[config.mk]
export PLATFORM = sky130hd
export DESIGN_NAME = edr_core
export DESIGN_NICKNAME = d
export VERILOG_FILES = /design/src/hw/edr_pkg.sv /design/src/hw/edr_sync_if.sv /design/src/hw/edr_core.sv /design/src/hw/edr_sync.sv
export SDC_FILE = /design/constraint.sdc
export NUM_CORES = 1
export LEC_CHECK = 0
export BUFFER_PORTS_ARGS = -buffer_cell sky130_fd_sc_hd__clkbuf_2
export CAP_MARGIN = 20
export CORE_MARGIN = 10
export CORE_UTILIZATION = 25
export DETAILED_ROUTE_END_ITERATION = 8
export SETUP_SLACK_MARGIN = 0.05
export SLEW_MARGIN = 40
export SYNTH_ARGS = -nofsm -noshare
export SYNTH_HDL_FRONTEND = slang
export SYNTH_SLANG_ARGS = --single-unit
[constraint.sdc]
create_clock -name clk_sys -period 2.53 [get_ports clk_sys]
set_input_delay 0.3795 -clock clk_sys [delete_from_list [all_inputs] [get_ports clk_sys]]
set_output_delay 0.3795 -clock clk_sys [all_outputs]
set_load 0.02 [all_outputs]
[src/hw/edr_pkg.sv]
package edr_pkg;
    // ****************************************
    // timing
    // ****************************************
    localparam int unsigned EDR_CLK_MHZ         = 40;
    localparam int unsigned EDR_GNT_MIN_HCLK    = 8;
    localparam int unsigned EDR_REQ_REL_HCLK    = 9;
    localparam int unsigned EDR_READ_REL_HCLK   = 8;
    localparam int unsigned EDR_WRITE_REL_HCLK  = 3;
    localparam int unsigned EDR_CNT_W           = 4;
    localparam logic [3:0]  EDR_GNT_MIN_CNT     = 4'(EDR_GNT_MIN_HCLK);
    // ****************************************
    // reset values and channel config
    // ****************************************
    localparam int unsigned EDR_SRC_W           = 5;
    localparam logic        EDR_GNT_RST_N       = 1'b1;
    localparam logic        EDR_SYNC_RST        = 1'b0;

    typedef enum logic [1:0] {
        EDR_IDLE,
        EDR_WAIT,
        EDR_BURST,
        EDR_DONE
    } edr_state_t;
endpackage

[src/hw/edr_sync_if.sv]
`timescale 1ns/100ps
`default_nettype none
// ****************************************
// synchroniser carrier
// ****************************************
interface edr_sync_if;
    logic req_raw_n;
    logic hold;
    logic req_sync;
    modport sync (input req_raw_n, input hold, output req_sync);
    modport core (output req_raw_n, output hold, input req_sync);
endinterface
`default_nettype wire

[src/hw/edr_core.sv]
`timescale 1ns/100ps
`default_nettype none
module edr_core (
    // clock and reset
    input  wire logic                           clk_sys,
    input  wire logic                           srst,
    input  wire logic                           clk_en,
    // external pins
    input  wire logic                           dma_req_n,
    output logic                                dma_gnt_n,
    // channel configuration
    input  wire logic [edr_pkg::EDR_SRC_W-1:0]  request_source_select,
    input  wire logic [edr_pkg::EDR_SRC_W-1:0]  ext_source_code,
    input  wire logic                           request_enable,
    input  wire logic                           channel_enable,
    // arbiter side of dma_controller
    input  wire logic                           other_req,
    input  wire logic                           chan_top,
    output logic                                chan_req,
    output logic                                chan_low_pri,
    input  wire logic                           burst_start,
    input  wire logic                           burst_done,
    output logic                                burst_active
);
    import edr_pkg::*;

    edr_sync_if sif ();
    edr_state_t state_q;
    logic [EDR_CNT_W-1:0] cnt_q;
    logic gnt_q;
    logic low_pri_q;
    logic cfg_ok;
    logic done_ok;

    edr_sync u_sync (
        .clk_sys (clk_sys),
        .srst    (srst),
        .clk_en  (clk_en),
        .sif     (sif)
    );

    assign sif.req_raw_n = dma_req_n;
    assign sif.hold      = gnt_q;
    assign cfg_ok = (request_source_select == ext_source_code) && request_enable && channel_enable;
    assign done_ok = burst_done && (cnt_q == '0);
    assign chan_req = (state_q == EDR_WAIT) && sif.req_sync && cfg_ok;
    assign chan_low_pri = low_pri_q && other_req;
    assign burst_active = gnt_q;
    assign dma_gnt_n = ~gnt_q;

    // ****************************************
    // handshake sequencer
    // ****************************************
    always_ff @(posedge clk_sys) begin
        if (srst) begin
            state_q <= EDR_IDLE;
        end else if (clk_en) begin
            unique case (state_q)
                EDR_IDLE: begin
                    if (sif.req_sync) begin
                        state_q <= EDR_WAIT;
                    end
                end
                EDR_WAIT: begin
                    // start only as top channel with all qualifiers true
                    if (!sif.req_sync) begin
                        state_q <= EDR_IDLE;
                    end else if (burst_start && chan_top && cfg_ok) begin
                        state_q <= EDR_BURST;
                    end
                end
                EDR_BURST: begin
                    if (done_ok) begin
                        state_q <= EDR_DONE;
                    end
                end
                EDR_DONE: begin
                    state_q <= EDR_IDLE;
                end
            endcase
        end
    end

    // ****************************************
    // grant and minimum width
    // ****************************************
    always_ff @(posedge clk_sys) begin
        if (srst) begin
            gnt_q <= ~EDR_GNT_RST_N;
            cnt_q <= '0;
        end else if (clk_en) begin
            if (state_q == EDR_WAIT && sif.req_sync && burst_start && chan_top && cfg_ok) begin
                gnt_q <= 1'b1;
                cnt_q <= EDR_GNT_MIN_CNT - 4'h1;
            end else if (state_q == EDR_BURST) begin
                if (cnt_q != '0) begin
                    cnt_q <= cnt_q - 4'h1;
                end
                if (done_ok) begin
                    gnt_q <= 1'b0;
                end
            end
        end
    end

    // priority drop after a burst: set by the done state, cleared by a burst start while not granted
    always_ff @(posedge clk_sys) begin
        if (srst) begin
            low_pri_q <= 1'b0;
        end else if (clk_en) begin
            if (state_q == EDR_DONE) begin
                low_pri_q <= 1'b1;
            end else if (gnt_q == 1'b0 && burst_start) begin
                low_pri_q <= 1'b0;
            end
        end
    end
endmodule // edr_core
`default_nettype wire

[src/hw/edr_sync.sv]
`timescale 1ns/100ps
`default_nettype none
module edr_sync (
    // clock and reset
    input  wire logic   clk_sys,
    input  wire logic   srst,
    input  wire logic   clk_en,
    // carrier
    edr_sync_if.sync    sif
);
    import edr_pkg::*;
    logic meta_q;
    logic req_q;

    // frozen while granted, so the pre-grant request is still seen for two cycles afterwards
    always_ff @(posedge clk_sys) begin
        if (srst) begin
            meta_q <= EDR_SYNC_RST;
            req_q  <= EDR_SYNC_RST;
        end else if (clk_en && !sif.hold) begin
            meta_q <= ~sif.req_raw_n;
            req_q  <= meta_q;
        end
    end
    assign sif.req_sync = req_q;
endmodule // edr_sync
`default_nettype wire

==> results.ini, run 1 <==
[sta]
min_period_ns = 1.872
rsz0062_at_grt = no
maxSlewHeadroom_pct = 79.71
slew_violations = 0
finalCritPeriodShare_pct = 73.99
final.setup.tns_ns = 0
skew_ns = 0.004248
hold_viol = 0
setup_viol = 0
worst_pin_slew_ns = 0.3026
max_freq_ghz = 0.5342

[final_layout]
area_growth_pct = 28.31
fin_cells = 124
final_cell_mix = 23 x clkbuf_2, 10 x dfxtp_1, 8 x nor2_1
drive_above_1_share_pct = 36.46
antenna_cells = 0
nNetsFinal = 119
final_common_cell = clkbuf_2

[routing]
post_drt_wl_per_cell_um = 11.83
vias = 575
vias_per_cell = 4.637
drc = 0
drt-total-wl_um = 1467
drt_iter0_drc = 6
drt_pass1_iterations = 4
antenna_left = 0

[clocking]
cts_tree = built
cts.sinks = 10
clk_path_buf_depth = 2
clk_pin_slew_ns = 0.06
hold_buffers = 0
clockRootBuffer = clkbuf_4
post_cts_resize_count = 0
htree_levels = 1
postCtsSetupRepairBufs = 0
cts_made_buffers = 3
insertion_delay_ns = 0.27

[floorplanning]
std_cell_rows = 17
core_area_mm2 = 0.002276
fp.dieW_um = 69.57
fp.dieH_um = 69.57
start_util_pct = 26.99
die_area_mm2 = 0.004840
io_pins = 24

[critical_path]
crit_required_ns = 2.15
reg2reg_to = cnt_q[1]
r2r_setup_slack_ns = 1.15
start_kind = input pin
end_kind = primary output
crit_chain = clkbuf_2 > xor2_1 > or2_2 > nor4_1 > and3_1 > clkbuf_2
cp_slowest_cell = or2_2
crit_arrival_ns = 1.49
r2r_start = cnt_q[0]
cp_max_fo = 2
max_stage_delay_ns = 0.28
worstSetupPathType = input pin to primary output
crit_top_cell = clkbuf_2
reg2regPathDepth = 5

[placement]
post-place-cells = 120
dp_hpwl_um = 1249
place_congestion = 0.8228
port_buffers = 23

[global_route]
antenna_found_initial = 0
gr-total-overflow = 0
grt_first_pass_wirelength_um = 2587
grt_use_total_pct = 6.127
grt_max_degree = 13
first_global_vias = 620

[worst_hold_path]
worstHoldPathCells = 2
min_from = dma_req_n
hp-class = input pin to flop
hold-path-endpoint = u_sync.meta_q

[logic_synthesis]
synth_cell_types = 32
ys_ff_latch = 10
syn_inst = 70
ys_warn_count = 0
syn_nets = 92
synthesis.area_um2 = 614.3
avgSynthCellArea_um2 = 8.776
ys_seq_area_share_pct = 32.59

[power]
ir_worst_vdd_mv = 0.3227
total_power_mw = 0.3494
p_leak_nw = 0.3432
power.density_mw_per_mm2 = 443.2

[run]
maxCapViolCount = 0

[outcome]
outcome = completed

## final cells by class
cell class	count	area, um2
Fill cell	245	1488
Multi-Input combinational cell	54	382.9
Sequential cell	10	200.2
Timing Repair Buffer	23	115.1
Clock buffer	4	36.28
Tap cell	28	35.03
Inverter	5	18.77
## metrics by stage
stage	util (%)	worst slack [ns]	instance area, um2	hold WS, ns
after detailed placement	33.04	0.6568	752.0	0.4905
final	34.63	0.6580	788.3	0.2896
after global routing	34.63	0.5363	788.3	0.3079
after global placement	33.04	0.6522	752.0	0.4654
after floorplan	-	0.8446	614.3	0.4455
after CTS	34.63	0.6505	788.3	0.2832
## cells by family (layout without fill, tap and decap cells)
kind of cell,Yosys count,in the layout,share of synthesized area [%]
xor gates and xnor gates,5,5,7.130
AOI/OAI and AO/OA,14,14,17.11
and+or+nand+nor,31,31,30.76
DFF,10,10,32.59
adders and majority gates,2,2,4.073
buffers and inverters,6,32,5.092
muxes,2,2,3.259
## routing by layer
metal | vias to the layer above | GRT usage (%) | share of wire [%]
met2 | 17 | 9.879 | 46
li1 | 304 | - | -
met5 | - | 0 | 0
met1 | 254 | 7.228 | 48
met4 | 0 | 0.6652 | 0
met3 | 0 | 3.138 | 5.9
## synth_stat cells, drive strengths merged
| cell type | number | area (um2) |
|---|---|---|
| mux2i | 2 | 20.02 |
| dfxtp | 10 | 200.2 |
| inv | 5 | 18.77 |
| o41ai | 1 | 8.760 |
| and3b | 1 | 8.760 |
| o21ai | 1 | 5.000 |
| o31a | 2 | 20.02 |
| a221oi | 1 | 8.760 |
| nor2b | 2 | 12.51 |
| xnor2 | 2 | 17.52 |
| a32oi | 1 | 8.760 |
| a211oi | 1 | 7.510 |
| nand4bb | 1 | 11.26 |
| and3 | 2 | 13.77 |
| ha | 2 | 25.02 |
| nor2 | 8 | 30.03 |
| nand4 | 2 | 12.51 |
| dlymetal6s2s | 1 | 12.51 |
| or2 | 1 | 6.260 |
| or4 | 1 | 11.26 |
| nand2 | 6 | 22.52 |
| or2b | 1 | 8.760 |
| nor3 | 2 | 10.01 |
| a21oi | 5 | 25.02 |
| o311a | 1 | 10.01 |
| a21boi | 1 | 11.26 |
| and2 | 1 | 6.260 |
| nor3b | 1 | 7.510 |
| nor4 | 2 | 27.53 |
| xor2 | 3 | 26.28 |
## power by group
group	switching, mW	internal, mW	total, mW
clock	0.0581	0.0875	0.146
combinational	0.0211	0.0219	0.0430
sequential	0.00140	0.159	0.161
## state kept, by name, indices dropped and copies added (netlist names), named ones only
name,count
burst_active,1
low_pri_q,1
u_sync.sif.req_sync,1
u_sync.meta_q,1
state_q,1
cnt_q,4
## worst max path at each step
stage                       startpoint       end  slack [ns]  cells after the start
global route        ext_source_code[3]  chan_req        0.54                      6
global placement    ext_source_code[3]  chan_req        0.65                      6
detailed placement  ext_source_code[3]  chan_req        0.66                      6
finish              ext_source_code[3]  chan_req        0.66                      6
CTS                 ext_source_code[3]  chan_req        0.65                      6
floorplan           ext_source_code[3]  chan_req        0.84                      4
## worst max-delay path, delay by kind of cell
kind,cells,cell delay (ns)
buffers and inverters,2,0.26
xor gates and xnor gates,1,0.16
and+or+nand+nor,3,0.70
Note: power is estimated with default switching activity, not from simulation.
==> run 2: changes to the inputs <==
--- a/config.mk
+++ b/config.mk
@@ -5,6 +5,7 @@
 export SDC_FILE = /design/constraint.sdc
 export NUM_CORES = 1
 export LEC_CHECK = 0
+export ABC_AREA = 1
 export BUFFER_PORTS_ARGS = -buffer_cell sky130_fd_sc_hd__clkbuf_2
 export CAP_MARGIN = 20
 export CORE_MARGIN = 10
==> constraint.sdc (replaced) <==
create_clock -name clk_sys -period 1.5 [get_ports clk_sys]
set_input_delay 0.225 -clock clk_sys [delete_from_list [all_inputs] [get_ports clk_sys]]
set_output_delay 0.225 -clock clk_sys [all_outputs]
set_load 0.02 [all_outputs]
==> run 2 against run 1 <==
Against the previous run:
- non-clock buffer count is 1 higher
- sequential power is 71% higher
- synthesized cell count is 50% higher
- register-to-register slack worse by 0.96 ns
- critical path depth is 4 lower
- critical path type is now flop to primary output
- critical endpoint unchanged
==> results.ini, run 2 <==
[sta]
max_freq_ghz = 0.7423
hold_viol = 0
min_period_ns = 1.347
rsz0062_at_grt = no
finalCritPeriodShare_pct = 89.81
skew_ns = 0.004738
maxSlewHeadroom_pct = 80.98
setup_viol = 0
final.setup.tns_ns = 0
worst_pin_slew_ns = 0.2848
slew_violations = 0
setup_slack_ns = 0.1529

[worst_hold_path]
hp-class = input pin to flop
min_from = dma_req_n
hold-path-endpoint = u_sync.meta_q
worstHoldPathCells = 2

[logic_synthesis]
async_flop_share_pct = 0
synth_compound_area_share_pct = 11.25
syn_inst = 105
synthesis.area_um2 = 700.7
synth_top_area_share_pct = 28.57
ys_ff_latch = 10
yosysMostFrequentCell = nand2_1
synth_area_leader_cell = dfxtp_1
synth.mux.area_fraction_pct = 0
synth_area_leaders = dfxtp_1 29%, nand2_1 13%, inv_1 10%
avgSynthCellArea_um2 = 6.673
synth-simple-area-share_pct = 41.79
synthFlopType = dfxtp_1
synth_top_family_by_area = simple AND/OR/NAND/NOR gates
synthAdderAreaFrac_pct = 3.571
ys_warn_count = 0
ys_seq_area_share_pct = 28.57
synth_edf_count = 0
synth_xor_area_share_pct = 2.500
synth_common_cells = 25 x nand2_1, 19 x inv_1, 10 x dfxtp_1
synth_cell_types = 24
syn_nets = 127

[global_route]
grt_use_total_pct = 6.525
gr-total-overflow = 0
grt.busiest_layer = met2
grt_first_pass_wirelength_um = 2815
gr-usage-met3_pct = 4.354
use_met2_pct = 10.60
grt_max_degree = 8
first_global_vias = 688
grt.met1_usage_pct = 6.610
antenna_found_initial = 0

[clocking]
htree_levels = 1
cts_tree = built
hold_buffers = 0
cts.sinks = 10
clk_pin_slew_ns = 0.07
insertion_delay_ns = 0.27
cts_made_buffers = 3
clockRootBuffer = clkbuf_4
clk_path_buf_depth = 2

[critical_path]
crit_required_ns = 1.27
end_kind = primary output
path_buf_inv = 1
cp_slowest_cell = dfxtp_1
reg2reg_to = cnt_q[2]
reg2regPathDepth = 6
max_stage_delay_ns = 0.39
crit_cells = 2
worstSetupPathType = flop to primary output
critPathTopFamily = flip-flops
crit_chain = nor4_4 > buf_4
crit_arrival_ns = 1.12
cp_max_fo = 6
r2r_setup_slack_ns = 0.19
start_kind = flop

[routing]
drt_pass1_iterations = 5
post_drt_wl_per_cell_um = 10.15
vias_per_cell = 4.274
drc = 0
drt-total-wl_um = 1664
antenna_left = 0
vias = 701
drt_iter0_drc = 26

[outcome]
outcome = completed

[final_layout]
antenna_cells = 0
fillers = 289
largest_register_ffs = 4
final_common_cell = nand2_1
drive_above_1_share_pct = 36.09
final_cell_mix = 25 x nand2_1, 22 x clkbuf_2, 17 x inv_1
nNetsFinal = 156
post-route-util_pct = 34.40
area_growth_pct = 33.04
max_flop_register = cnt_q

[floorplanning]
std_cell_rows = 19
io_pins = 24
fp.dieW_um = 72.94
die_area_mm2 = 0.005320
start_util_pct = 25.85
core_area_mm2 = 0.002710
fp.dieH_um = 72.94

[power]
p_leak_nw = 0.5176
ir_worst_vdd_mv = 0.5496
swShare_pct = 25.04
power.density_mw_per_mm2 = 658.0
p_int_mw = 0.4598
power_frac_comb_pct = 14.8
p_clk_share_pct = 40.1
pwr-share-seq_pct = 45.1
power_switching_mw = 0.1536

[placement]
pre_cts_ws_ns = 0.1610
dp_hpwl_um = 1411
port_buffers = 23
place_congestion = 0.7867

[run]
maxCapViolCount = 0

==> run 2: cell count changes after synthesis, moves of 3 or more <==
cell / before / now
nand2_1: 6 / 25
inv_2: 0 / 3
nand2_2: 0 / 4
nor2_1: 8 / 4
nand3_1: 0 / 8
inv_1: 5 / 19
or2_1: 0 / 3
==> run 2: layer usage <==
metal,vias to the layer above,wire length [um]
li1,382,-
met2,20,782
met4,0,0
met3,0,164
met1,299,717
met5,-,0
==> run 2: cell families (layout without fill, tap and decap cells) <==
logic type / after synthesis / in the layout
AND/OR/NAND/NOR: 54 / 54
AO/OA/AOI/OAI: 14 / 14
flip-flops: 10 / 10
buffers and inverters: 23 / 51
adder cells (fa/ha/maj): 2 / 2
XOR/XNOR: 2 / 2
==> run 2: power by group through the flow <==
stage          Sequential [mW]  Clock [mW]  Combinational (mW)
2_1_floorplan            0.283           0              0.0468
3_3_place_gp             0.285           0              0.0806
3_5_place_dp             0.285           0              0.0824
4_1_cts                  0.279       0.258              0.0830
5_1_grt                  0.277       0.278               0.104
6_report                 0.276       0.246              0.0908
==> run 2: worst max-delay path by stage <==
| stage | start | endpoint |
|---|---|---|
| floorplan | state_q[0] | chan_req |
| global placement | cnt_q[1] | cnt_q[0] |
| detailed placement | cnt_q[0] | cnt_q[0] |
| CTS | state_q[0] | chan_req |
| global route | cnt_q[0] | cnt_q[0] |
| finish | flop | chan_req |
==> run 2: stage by stage <==
step / std cells / instance area [um2] / power [mW] / hold slack, ns
after floorplan: 105 / 706.9 / 0.3303 / 0.2941
after global placement: 159 / 860.8 / 0.3658 / 0.4008
after detailed placement: 159 / 860.8 / 0.3674 / 0.4118
after CTS: 163 / 903.4 / 0.6197 / 0.1153
after global routing: 164 / 932.1 / 0.6588 / 0.1070
final: 164 / 932.1 / 0.6134 / 0.1260
==> run 2: cell type report <==
| type | instances | area, um2 | area share, % |
|---|---|---|---|
| Clock buffer | 4 | 36.28 | 3.893 |
| Inverter | 23 | 86.33 | 9.262 |
| Multi-Input combinational cell | 72 | 440.4 | 47.25 |
| Sequential cell | 10 | 205.2 | 22.01 |
| Tap cell | 31 | 38.79 | 4.161 |
| Timing Repair Buffer | 24 | 125.1 | 13.42 |
==> run 2: worst register-to-register path, stage by stage (launching register included) <==
cell,delay [ns]
dfxtp_1,0.49
inv_2,0.09
nor3_4,0.25
nand2_4,0.10
o21ai_1,0.11
o21bai_2,0.13
inv_2,0.03
==> run 2: timing repair <==
| action | 4_1_cts | 5_1_grt |
|---|---|---|
| gates resized for setup | 3 | 7 |
| endpoints found under the setup margin | 1 | 4 |
| setup buffers | 0 | 1 |
| hold endpoints to repair | 0 | 0 |
==> run 3: changes to the inputs <==
--- a/config.mk
+++ b/config.mk
@@ -5,7 +5,7 @@
 export SDC_FILE = /design/constraint.sdc
 export NUM_CORES = 1
 export LEC_CHECK = 0
-export ABC_AREA = 1
+export ABC_AREA = 0
 export BUFFER_PORTS_ARGS = -buffer_cell sky130_fd_sc_hd__clkbuf_2
 export CAP_MARGIN = 20
 export CORE_MARGIN = 10
==> run 3 against run 2 <==
Against the previous run:
- the flow now finishes with violations (setup timing)
- critical path depth rose by 4
- design area fell by 12%
- worst setup slack got worse by 0.18 ns
- fmax fell by 12%
- critical path type is now input pin to primary output
- largest power group unchanged
==> results.ini, run 3 (synthesis gave the netlist of run 1 again) <==
[final_layout]
nNetsFinal = 120
area_growth_pct = 33.81
fin_area_um2 = 822.0
antenna_cells = 0
drive_above_1_share_pct = 39.18
largest_register_ffs = 4
final_cell_mix = 22 x clkbuf_2, 9 x dfxtp_1, 8 x nor2_1
max_flop_register = cnt_q
fillers = 235
final_common_cell = clkbuf_2

[critical_path]
cp_slowest_cell = or2_4
worstSetupPathType = input pin to primary output
cp_max_fo = 2
crit_arrival_ns = 1.31
critPathTopFamily = simple AND/OR/NAND/NOR gates
max_stage_delay_ns = 0.25
end_kind = primary output
path_buf_inv = 2
crit_chain = clkbuf_2 > xor2_1 > or2_4 > nor4_2 > and3_1 > clkbuf_8
crit_required_ns = 1.27
start_kind = input pin

[outcome]
failed_checks = setup timing
outcome = complete, but fails checks

[clocking]
cts_tree = built
htree_levels = 1
postCtsSetupRepairBufs = 0
clk_pin_slew_ns = 0.06
clockRootBuffer = clkbuf_4
cts_made_buffers = 3
clk_path_buf_depth = 2
cts.sinks = 10
hold_buffers = 0
insertion_delay_ns = 0.27

[routing]
vias = 597
post_drt_wl_per_cell_um = 12.22
drc = 0
met3_length_um = 120
met2_length_um = 736
wl_met1_um = 661
drt_iter0_drc = 14
drt-total-wl_um = 1528
antenna_left = 0
vias_per_cell = 4.776
drt_pass1_iterations = 4
top_layer_used = met4

[sta]
slew_violations = 0
setup_viol = 1
rsz0062_at_grt = yes
max_freq_ghz = 0.6535
worst_pin_slew_ns = 0.3152
maxSlewHeadroom_pct = 78.94
finalCritPeriodShare_pct = 102.0
hold_viol = 0
min_period_ns = 1.530
setup_slack_ns = -0.03018
skew_ns = 0.009651

[placement]
place_congestion = 0.8341
dp_hpwl_um = 1239
dpl_cell_area_um2 = 759.5
pre_cts_ws_ns = -0.07365
port_buffers = 23

[global_route]
grt_max_degree = 13
antenna_found_initial = 0
grt_use_total_pct = 6.506
gr-total-overflow = 0
first_global_vias = 607
grt_first_pass_wirelength_um = 2670

[worst_hold_path]
hp-class = input pin to flop

[floorplanning]
std_cell_rows = 17
start_util_pct = 26.99
fp.dieH_um = 69.57
fp.dieW_um = 69.57
die_area_mm2 = 0.004840
io_pins = 24
core_area_mm2 = 0.002276

[power]
p_leak_nw = 0.3518
total_power_mw = 0.5963
power.density_mw_per_mm2 = 725.4
ir_worst_vdd_mv = 0.4923

[run]
maxCapViolCount = 0

[run 3: cell types whose count changed in the layout (fill, tap and decap cells not counted), moves of 4 or more]
cell,before,now
inv_2,5,0
inv_1,17,5
nand3_1,8,0
nand2_1,25,6
nor2_1,4,8
[run 3: per-stage QoR]
step	cells	hold slack (ns)	setup TNS [ns]	utilization [%]
6_report	125	0.1333	-0.03018	36.12
2_1_floorplan	70	0.3206	0	-
5_1_grt	125	0.1414	-0.1272	36.12
3_3_place_gp	121	0.4062	-0.06754	33.37
4_1_cts	125	0.1282	-0.04613	35.46
3_5_place_dp	121	0.4093	-0.07365	33.37
[run 3: cell type report]
type	count	area, um2	share of cell area, %
Inverter	5	18.77	2.283
Sequential cell	10	201.4	24.51
Timing Repair Buffer	24	131.4	15.98
Tap cell	28	35.03	4.262
Multi-Input combinational cell	54	399.1	48.55
Clock buffer	4	36.28	4.414
[run 3: repair_timing]
action                                  CTS  global route
endpoints found under the setup margin    1             2
pin swaps                                 2             2
gates resized for setup                   3             3
[run 3: worst paths after layout]
kind | from | end | slack, ns | depth (start not counted)
worst max-delay path | ext_source_code[3] | chan_req | -0.03 | 6
worst min-delay path | dma_req_n | u_sync.meta_q | 0.13 | 2
worst min register to register | low_pri_q | low_pri_q | 0.49 | 2
worst max register to register | u_sync.sif.req_sync | cnt_q[1] | 0.14 | 4
[run 3: routing by layer]
| metal | global-route usage (%) | vias to the layer above |
|---|---|---|
| met4 | 0.6652 | 0 |
| met1 | 6.853 | 271 |
| li1 | - | 308 |
| met5 | 0 | - |
| met3 | 4.422 | 2 |
| met2 | 10.79 | 16 |
[run 3: power breakdown]
part	total [mW]	switching [mW]	internal, mW
Sequential	0.271	0.00248	0.269
Combinational	0.0804	0.0391	0.0413
Clock	0.244	0.0970	0.147
Total	0.596	0.139	0.458
